### src/rtl/sciv_regs.svh
// Offsets, field positions and reset values of the slot control initial value bank.
`ifndef SCIV_REGS_SVH
`define SCIV_REGS_SVH
`define SCIV_INIT_OFS 12'h420
`define SCIV_LIVE_OFS 12'h424
`define SCIV_CMD_DONE_BIT 4
`define SCIV_HOTPLUG_BIT 5
`define SCIV_ATTN_LSB 6
`define SCIV_PWR_IND_LSB 8
`define SCIV_PWR_CTRL_BIT 10
`define SCIV_LINK_CHG_BIT 12
`define SCIV_ATTN_RST 2'h3
`define SCIV_PWR_IND_RST 2'h1
`define SCIV_INIT_RST 16'h01C0
`define SCIV_RW_MASK 16'h17FF
`endif

### src/rtl/sciv_pkg.sv
// Types shared by the slot control initial value bank.
package sciv_pkg;
    typedef logic [15:0] sciv_word_t;
    typedef enum logic {sciv_idle, sciv_access} sciv_phase_t;
endpackage : sciv_pkg

### src/rtl/sciv_slot_init.sv
// Slot control initial value register with its live slot control copy and APB slave.
`timescale 1ns/10ps
`include "sciv_regs.svh"
//
// Operation
// - Bit 4 seeds command-complete interrupt enable
// - Bit 5 seeds hot-plug interrupt enable
// - Bits 7:6 seed attention indicator, default 3
// - Bits 9:8 seed power indicator, default 1
// - Bit 10 seeds power controller, default 0
// - Bit 12 seeds link-active change enable
// - Writes reach live slot control at once
// - Partition reset leaves capability and init untouched
// - Partition reset reloads live fields from register
// - Register decoded at offset 0x420
module sciv_slot_init #(
    parameter int ADDR_W = 12
) (
    // APB clock and fundamental reset.
    input wire logic pclk,
    input wire logic presetn,
    // APB slave.
    input wire logic psel,
    input wire logic penable,
    input wire logic pwrite,
    input wire logic [ADDR_W-1:0] paddr,
    input wire logic [31:0] pwdata,
    input wire logic [3:0] pstrb,
    output logic pready,
    output logic [31:0] prdata,
    output logic pslverr,
    // Port side: partition reset pulse and slot or hot-plug capability enable.
    input wire logic part_rst,
    input wire logic cap_en,
    // Standard slot control write path from configuration space.
    input wire logic cfg_wr,
    input wire logic [15:0] cfg_wdata,
    // Live slot control fields.
    output sciv_pkg::sciv_word_t live_slot_control
);
    import sciv_pkg::*;

    // ************************************************************
    // Helpers
    // ************************************************************

    // Merges a write into a 16-bit word under the two low byte strobes.
    function automatic sciv_word_t merge_wr(sciv_word_t old, logic [31:0] d, logic [3:0] s);
        sciv_word_t r;
        r = old;
        if (s[0]) begin
            r[7:0] = d[7:0];
        end
        if (s[1]) begin
            r[15:8] = d[15:8];
        end
        return r & `SCIV_RW_MASK;
    endfunction : merge_wr

    // Word address match, ignoring the byte offset bits.
    function automatic logic hit(logic [ADDR_W-1:0] a, logic [11:0] ofs);
        return a[ADDR_W-1:2] == (ADDR_W-2)'(ofs >> 2);
    endfunction : hit

    // ************************************************************
    // APB phase tracking
    // ************************************************************

    sciv_phase_t phase_reg, phase_next;
    logic pready_next, pslverr_next;
    logic [31:0] prdata_next;
    sciv_word_t init_reg, init_next, live_reg, live_next;
    logic cap_en_reg, cap_en_next;
    logic wr_fire, init_wr, cap_rise;

    // A transfer completes in the first access cycle, so writes land one edge after setup.
    assign wr_fire = psel && penable && pwrite && pready;
    assign init_wr = wr_fire && hit(paddr, `SCIV_INIT_OFS);
    assign cap_rise = cap_en && !cap_en_reg;

    // Next phase and registered answer; read data is captured in the setup cycle.
    always_comb begin
        phase_next = sciv_idle;
        pready_next = 1'b0;
        pslverr_next = 1'b0;
        prdata_next = 32'h0000_0000;
        case (phase_reg)
            sciv_idle: begin
                if (psel && !penable) begin
                    phase_next = sciv_access;
                    pready_next = 1'b1;
                    if (hit(paddr, `SCIV_INIT_OFS)) begin
                        prdata_next = pwrite ? 32'h0000_0000 : {16'h0000, init_reg};
                    end else if (hit(paddr, `SCIV_LIVE_OFS)) begin
                        prdata_next = pwrite ? 32'h0000_0000 : {16'h0000, live_reg};
                        pslverr_next = pwrite; // Live copy is read-only here.
                    end else begin
                        pslverr_next = 1'b1;
                    end
                end
            end
            sciv_access: begin
                phase_next = sciv_idle;
            end
            default: begin
                phase_next = sciv_idle;
            end
        endcase
    end

    // Bus answer registers; all three outputs come straight from flops.
    always_ff @(posedge pclk or negedge presetn) begin
        if (!presetn) begin
            phase_reg <= sciv_idle;
            pready <= 1'b0;
            pslverr <= 1'b0;
            prdata <= 32'h0000_0000;
        end else begin
            phase_reg <= phase_next;
            pready <= pready_next;
            pslverr <= pslverr_next;
            prdata <= prdata_next;
        end
    end

    // ************************************************************
    // Initial value and live slot control
    // ************************************************************

    // The initial value only changes on an APB write. Partition reset does not
    // touch it, which is what lets software choose the post-reset slot state.
    always_comb begin
        init_next = init_reg;
        if (init_wr) begin
            init_next = merge_wr(init_reg, pwdata, pstrb);
        end
    end

    // Live fields: an init write wins, then reload, then the standard write path.
    // Giving the init write priority keeps the immediate-effect promise exact.
    always_comb begin
        cap_en_next = cap_en;
        live_next = live_reg;
        if (init_wr) begin
            live_next = init_next;
        end else if (part_rst || cap_rise) begin
            live_next = init_reg;
        end else if (cfg_wr) begin
            live_next = cfg_wdata & `SCIV_RW_MASK;
        end
    end

    // Both copies come up at the documented defaults on the fundamental reset.
    always_ff @(posedge pclk or negedge presetn) begin
        if (!presetn) begin
            init_reg <= `SCIV_INIT_RST;
            live_reg <= `SCIV_INIT_RST;
            cap_en_reg <= 1'b0;
        end else begin
            init_reg <= init_next;
            live_reg <= live_next;
            cap_en_reg <= cap_en_next;
        end
    end

    assign live_slot_control = live_reg;

    // Helper: set once software has written the initial value register.
    logic written_reg;
    always_ff @(posedge pclk or negedge presetn) begin
        if (!presetn) begin
            written_reg <= 1'b0;
        end else begin
            written_reg <= written_reg || init_wr;
        end
    end
endmodule : sciv_slot_init

### config.mk
export PLATFORM = sky130hd
export DESIGN_NAME = sciv_slot_init
export DESIGN_NICKNAME = d
export VERILOG_FILES = /design/src/rtl/sciv_pkg.sv /design/src/rtl/sciv_slot_init.sv
export VERILOG_INCLUDE_DIRS = /design/src /design/src/rtl
export SDC_FILE = /design/constraint.sdc
export NUM_CORES = 1
export LEC_CHECK = 0
export BUFFER_PORTS_ARGS = -buffer_cell sky130_fd_sc_hd__buf_2
export CAP_MARGIN = 20
export CORE_MARGIN = 4
export CORE_UTILIZATION = 50
export DETAILED_ROUTE_END_ITERATION = 8
export PLACE_DENSITY = 0.94
export SYNTH_ARGS = -nofsm -noshare
export SYNTH_HDL_FRONTEND = slang
export SYNTH_SLANG_ARGS = --single-unit
export TNS_END_PERCENT = 5
### constraint.sdc
create_clock -name pclk -period 5.5 [get_ports pclk]
set_clock_uncertainty 0.15 [all_clocks]
set_input_delay 0.275 -clock pclk [delete_from_list [all_inputs] [get_ports pclk]]
set_output_delay 0.275 -clock pclk [all_outputs]
set_load 0.05 [all_outputs]
# [Word-level counts from Yosys, hierarchy flattened]
# Index checks and enable logic that the tools add are counted.
[classes] add_sub_neg=0 multipliers=0 div_mod_pow=0 order_cmp=0 n_eq_ne=2 shifts=0 n_mux=19 n_bitwise=1 n_reduce_logical=10
[op_table] op="two-way mux 16 bit" count=10
[op_table] op="== test 10 x 9 -> 1 bit (second input constant)" count=2
[op_table] op="two-way mux 8 bit" count=1
[op_table] op="logical AND 1 bit" count=6
[op_table] op="two-way mux 1 bit" count=6
[op_table] op="two-way mux 5 bit" count=1
[op_table] op="nonzero test 3 bit" count=1
[op_table] op="logical NOT 1 bit" count=2
[op_table] op="one-hot mux 1 bit (2 select lines)" count=1
[op_table] op="logical OR 1 bit" count=1
[op_table] op="inverter 1 bit" count=1
[word_totals] regBits=68 latch_bits=0 ram_bits=0 romBits=0 in_bits=72 wordCells=39 mem_count=0

# [Longest topological paths before layout]
# Gate-level depths: netlist of the first run.
[depth] depth_word=6 ltp_mapped=8 mapped_depth_nobuf=4

# [Worst setup path after synthesis of the first run]
# No wires, ideal clock.
[synth_timing] path_kind="register to register" from="reg phase_reg (netlist name)" to="reg live_reg[3], in the netlist live_slot_control[3]" arrival_ns=1.789 path_slack_ns=3.422 stages_incl_launch_ff=6 n_path_buf=1 cell_sequence="dfrtp_1 and4b_1 and4_4 buf_6 and3_1 or4_1"
[synth_lines] item="to (signal assigned)" line_no="sciv_slot_init.sv:157" source="live_reg <= `SCIV_INIT_RST;"
[synth_lines] item="to (signal assigned)" line_no="sciv_slot_init.sv:161" source="live_reg <= live_next;"
[synth_lines] item="to (decl)" line_no="sciv_slot_init.sv:72" source="sciv_word_t init_reg, init_next, live_reg, live_next;"

==> results of run 1 <==
cell families (layout without fill, tap and decap cells):
kind of cell	count (synthesis)	in the layout	synth area share [%]
buf+inv	33	89	8.10
compound gates	10	10	2.94
simple gates	101	101	22.8
other cells	1	16	0.147
flops	51	51	50.3
mux	39	39	15.7
cell usage after synthesis, types with 2 or more instances:
library cell | n | area (um2)
and3_1 | 7 | 43.8
nor2b_1 | 5 | 31.3
nor2_1 | 21 | 78.8
clkbuf_1 | 5 | 18.8
buf_4 | 16 | 120
buf_6 | 2 | 22.5
nand4_1 | 9 | 56.3
buf_2 | 6 | 30.0
and2_1 | 5 | 31.3
dfrtp_1 | 45 | 1130
a21oi_1 | 3 | 15.0
nand2b_1 | 3 | 18.8
a21o_1 | 3 | 22.5
nor3b_1 | 3 | 22.5
or4_1 | 2 | 15.0
a21bo_2 | 3 | 30.0
dfstp_2 | 6 | 158
mux2i_1 | 32 | 320
nand3b_1 | 7 | 52.6
mux2_2 | 7 | 78.8
or3_1 | 10 | 62.6
nor3_1 | 5 | 25.0
buf_1 | 3 | 11.3
nand2_1 | 4 | 15.0
nand3_1 | 14 | 70.1
stage by stage:
step           instance area (um2)  std cells  setup WS (ns)
6_report                      3050        373           2.97
4_1_cts                       3020        371           2.97
3_3_place_gp                  2870        362           2.73
5_1_grt                       3050        373           2.80
3_5_place_dp                  2870        362           2.66
2_1_floorplan                 2610        250           3.42
final cells by class:
type / instances / area, um2
multi-input cells: 166 / 1120
flip-flops and latches: 51 / 1280
fillers: 393 / 1770
repair buffers: 80 / 425
inverters: 1 / 3.75
well taps: 67 / 83.8
clock buffers: 5 / 68.8
clock inverters: 3 / 67.6
path summary, 6_finish.rpt:
kind	depth (start not counted)	from	slack, ns	to
min in group asynchronous	2	presetn	0.18	live_slot_control[4]
max in group asynchronous	3	presetn	4.47	live_slot_control[8]
worst min register to register	1	phase_reg	0.35	phase_reg
worst max register to register	4	phase_reg	2.97	live_slot_control[3]
worst min-delay path	2	penable	0.02	phase_reg
worst max-delay path	4	phase_reg	2.97	live_slot_control[3]
layer usage:
metal / vias to the layer above / GRT usage [%] / share of wire, %
li1: 928 / - / -
met1: 1008 / 23.0 / 37
met2: 88 / 36.2 / 53
met3: 22 / 5.53 / 6.1
met4: 0 / 10.5 / 3.7
met5: - / 0 / 0
cells in the final DEF (no fill, tap or decap), drive strengths merged, types with 3 or more instances in the layout:
cell type  count
or3           10
nand3b         7
dfstp          6
a21o           3
nand4          9
a21bo          3
a21oi          3
conb          16
buf           78
nand2          5
nand3         14
and3           7
nand2b         3
mux2           7
nor2          21
and2           5
clkbuf         5
nor3b          3
nor2b          5
mux2i         32
dfrtp         45
nor3           5
power breakdown:
part	internal, mW	switching [mW]	total (mW)	leakage (nW)
combinational	0.0313	0.0773	0.109	0.915
sequential	0.381	0.00425	0.385	0.683
clock	0.181	0.128	0.310	0.0644
total	0.594	0.210	0.804	1.66
==> impl_metrics.env, run 1 <==
export IMPL_fin_crit_sh_pct=46.0
export IMPL_drc_errors=0
export IMPL_synth_area_um2=2550
export IMPL_vias=2046
export IMPL_synth_cells=235
export IMPL_dp_hpwl_um=4060
export IMPL_critical_path_max_fanout=21
export IMPL_port_buffers=77
export IMPL_p_per_area_nw_per_um2=264
export IMPL_clk_pin_slew_ns=0.09
export IMPL_slowest_delay_ns=0.67
export IMPL_fin_tns_setup_ns=0
export IMPL_areaGrowthSynthToFinish_pct=19.6
export IMPL_fin_crit_ns=2.53
export IMPL_required_ns=5.52
export IMPL_viasPerCell=5.49
export IMPL_leakage_nw=1.66
export IMPL_crit_chain="and4b_1 -> nand4_1 -> and3_1 -> or4_1"
export IMPL_track_usage_pct=20.7
export IMPL_start_util_pct=52.9
export IMPL_hold_buffers=1
export IMPL_cts_tree="yes"
export IMPL_hold_violations=0
export IMPL_wl_um=6200
export IMPL_path_buf_inv=0
export IMPL_first_pass_iters=4
export IMPL_grt_max_degree=52
export IMPL_worst_slew_pin_transition_ns=0.917
export IMPL_nNetsFinal=377
export IMPL_synth_distinct_cells=34
export IMPL_avgSynthCellArea_um2=10.9
export IMPL_grt_pass1_wl_um=9980
export IMPL_crit_arrival_ns=2.55
export IMPL_status="finished clean"
export IMPL_cts_setup_buffers=0
export IMPL_critPathTopFamily="simple AND/OR/NAND/NOR gates"
export IMPL_finalSetupViolations=0
export IMPL_core_um2=4820
export IMPL_vdd_drop_max_mv=0.172
export IMPL_grt_pass1_vias=2023
export IMPL_final_util_pct=63.3
export IMPL_hold_slack_ns=0.0166
export IMPL_async_reset_ff_share_pct=100
export IMPL_ant_nets=0
export IMPL_cts_max_path_buffers=2
export IMPL_fp_dieW_um=79.4
export IMPL_ctsResizeCount=0
export IMPL_num_rows=25
export IMPL_htreeDepth=2
export IMPL_clock_fmax_mhz=396
export IMPL_maxCapViolations=0
export IMPL_rsz0062_at_grt="false"
export IMPL_synth_seq_cells=51
export IMPL_yosys_most_used_dff="dfrtp_1"
export IMPL_clk_latency_ns=0.31
export IMPL_root_buffer="clkbuf_8"
export IMPL_ys_warnings_count=0
export IMPL_wl_per_cell_um=16.6
export IMPL_drtIter0Drc=143
export IMPL_cts_buffers=5
export IMPL_antenna_found_initial=0
export IMPL_start_kind="flip-flop"
export IMPL_cp_end_kind="flip-flop"
export IMPL_drv_slew=0
export IMPL_antenna_cells=0
export IMPL_fin_total_pwr_uw=804
export IMPL_slew_headroom_pct=38.8
export IMPL_crit_slowest_cell="nand4_1"
export IMPL_hold_path_class="primary input to flip-flop"
export IMPL_cts_sinks=51
export IMPL_crit_type="flip-flop to flip-flop"
export IMPL_pin_count=122
export IMPL_synth_edf_count=0
export IMPL_drive_gt1_share_pct=34.3
export IMPL_finalWeightedCongestion=0.829
export IMPL_seq_area_frac_synth_pct=50.3
export IMPL_die_h_um=79.4
export IMPL_dieArea_um2=6310
export IMPL_overflow=0
Note: power is estimated with default switching activity, not from simulation.
==> run 2, diff against run 1 <==
Settings changed: ABC_AREA set to 1, CORE_UTILIZATION 50 to 48, PLACE_DENSITY 0.94 to 0.9.
Clock period 5.5 ns to 2.45 ns, I/O delays scaled along.
==> impl_metrics.env, run 2 <==
export IMPL_synth_cells=377
export IMPL_htreeDepth=2
export IMPL_ys_top_cells_by_area="dfrtp_1 40%, nand2_1 18%, inv_1 6.3%"
export IMPL_first_pass_iters=4
export IMPL_ant_nets=0
export IMPL_maxCapViolations=0
export IMPL_hold_buffers=4
export IMPL_grt_pass1_vias=2482
export IMPL_fin_crit_ns=2.08
export IMPL_avgSynthCellArea_um2=7.45
export IMPL_num_rows=27
export IMPL_drc_errors=0
export IMPL_antenna_found_initial=0
export IMPL_async_reset_ff_share_pct=100
export IMPL_synth_top_cell_area_share_pct=40.1
export IMPL_p_per_area_nw_per_um2=555
export IMPL_crit_type="primary input to flip-flop"
export IMPL_dp_hpwl_um=4880
export IMPL_cts_sinks=51
export IMPL_slew_headroom_pct=52.7
export IMPL_fillers=539
export IMPL_overflow=0
export IMPL_ys_warnings_count=0
export IMPL_grt_max_degree=46
export IMPL_final_cell_mix="131 x nand2_1, 77 x buf_2, 47 x inv_1, 45 x dfrtp_1, 28 x nand4_1"
export IMPL_wl_per_cell_um=13.7
export IMPL_cp_end_kind="flip-flop"
export IMPL_leakage_nw=1.83
export IMPL_seqCellArea_um2=1280
export IMPL_crit_arrival_ns=2.13
export IMPL_cts_setup_buffers=0
export IMPL_seq_area_frac_synth_pct=45.7
export IMPL_synth_common_cells="131 x nand2_1, 47 x inv_1, 45 x dfrtp_1"
export IMPL_fin_total_pwr_mw=1.85
export IMPL_required_ns=2.50
export IMPL_yosys_most_used_dff="dfrtp_1"
export IMPL_ctsResizeCount=0
export IMPL_yosysTopAreaCell="dfrtp_1"
export IMPL_cts_tree="yes"
export IMPL_clk_pin_slew_ns=0.09
export IMPL_fin_tns_setup_ns=0
export IMPL_root_buffer="clkbuf_8"
export IMPL_viasPerCell=5.07
export IMPL_worst_slew_pin_transition_ns=0.708
export IMPL_synth_edf_count=0
export IMPL_status="finished clean"
export IMPL_clock_fmax_mhz=480
export IMPL_synth_area_um2=2810
export IMPL_port_buffers=77
export IMPL_nNetsFinal=523
export IMPL_hold_path_class="primary input to flip-flop"
export IMPL_cts_buffers=5
export IMPL_pin_count=122
export IMPL_areaGrowthSynthToFinish_pct=18.6
export IMPL_drive_gt1_share_pct=23.9
export IMPL_die_h_um=84.5
export IMPL_vias=2656
export IMPL_track_usage_pct=20.5
export IMPL_wl_um=7170
export IMPL_grt_pass1_wl_um=11900
export IMPL_multi_input_area_um2=1160
export IMPL_dieArea_um2=7140
export IMPL_final_common_cell="nand2_1"
export IMPL_synth_seq_cells=51
export IMPL_drtIter0Drc=217
export IMPL_fin_crit_sh_pct=85.1
export IMPL_cts_max_path_buffers=2
export IMPL_hold_violations=0
export IMPL_start_util_pct=50.1
export IMPL_antenna_cells=0
export IMPL_finalSetupViolations=0
export IMPL_clk_latency_ns=0.30
export IMPL_finalWeightedCongestion=0.780
export IMPL_synth_distinct_cells=26
export IMPL_fp_dieW_um=84.5
export IMPL_drv_slew=0
export IMPL_critical_path_max_fanout=33
export IMPL_start_kind="primary input"
export IMPL_core_um2=5610
export IMPL_yosysMostFrequentCell="nand2_1"
export IMPL_vdd_drop_max_mv=0.312
export IMPL_rsz0062_at_grt="false"
[run 2: logic make-up after synthesis]
kind of cell / after synthesis / share of synthesized area, %
AND/OR/NAND/NOR: 193 / 30.5
buffers and inverters: 86 / 15.3
flip-flops: 51 / 45.7
AO/OA/AOI/OAI: 46 / 8.37
other: 1 / 0.134
[run 2: worst max-delay path, stage by stage]
cell,delay [ns]
dlygate4sd3_1,0.54
buf_2,0.12
nand3_1,0.10
nor2_2,0.19
nand3_4,0.35
nand2_4,0.36
inv_2,0.19
nand2_1,0.10
nand2_1,0.05
[run 2: worst paths after layout]
kind / depth (start not counted) / to / slack (ns) / start
worst max register to register: 7 / live_slot_control[5] / 0.46 / phase_reg
min in group asynchronous: 3 / prdata[1] / 0.19 / presetn
worst min register to register: 2 / live_slot_control[7] / 0.33 / live_slot_control[7]
max in group asynchronous: 3 / live_slot_control[8] / 1.65 / presetn
worst max-delay path: 9 / live_slot_control[5] / 0.37 / penable
worst min-delay path: 5 / init_reg[7] / 0.04 / pwdata[7]
[run 2: per-stage QoR]
| stage | area (um2) | hold slack (ns) | setup WS (ns) | utilization (%) | std cells |
|---|---|---|---|---|---|
| finish | 3330 | 0.0446 | 0.366 | 59.4 | 524 |
| global route | 3330 | 0.0620 | 0.241 | 59.4 | 524 |
| CTS | 3330 | 0.0352 | 0.419 | 59.4 | 524 |
| detailed placement | 3160 | -0.0161 | 0.480 | 56.3 | 512 |
| global placement | 3160 | -0.0197 | 0.579 | 56.3 | 512 |
| floorplan | 2870 | -0.323 | 0.697 | - | 392 |
[run 2: power breakdown]
part | leakage, nW | total (mW) | internal (mW) | switching, mW
clock network | 0.0654 | 0.681 | 0.408 | 0.273
registers | 0.680 | 0.872 | 0.860 | 0.0121
logic | 1.08 | 0.297 | 0.0719 | 0.225
[run 2: area by class of cell]
class / count / share of cell area (%)
multi-input combinational: 255 / 34.8
clock buffer: 6 / 2.18
tap: 72 / 2.70
clock inverter: 2 / 1.80
inverter: 50 / 5.63
timing repair buffer: 88 / 14.3
sequential: 51 / 38.5
[run 2: metal layers]
layer | up-vias | track usage, % | share of wire [%]
li1 | 1301 | - | -
met2 | 112 | 35.9 | 53
met4 | 0 | 5.61 | 1.5
met1 | 1232 | 26.2 | 38
met3 | 11 | 3.24 | 7.7
met5 | - | 0 | 0
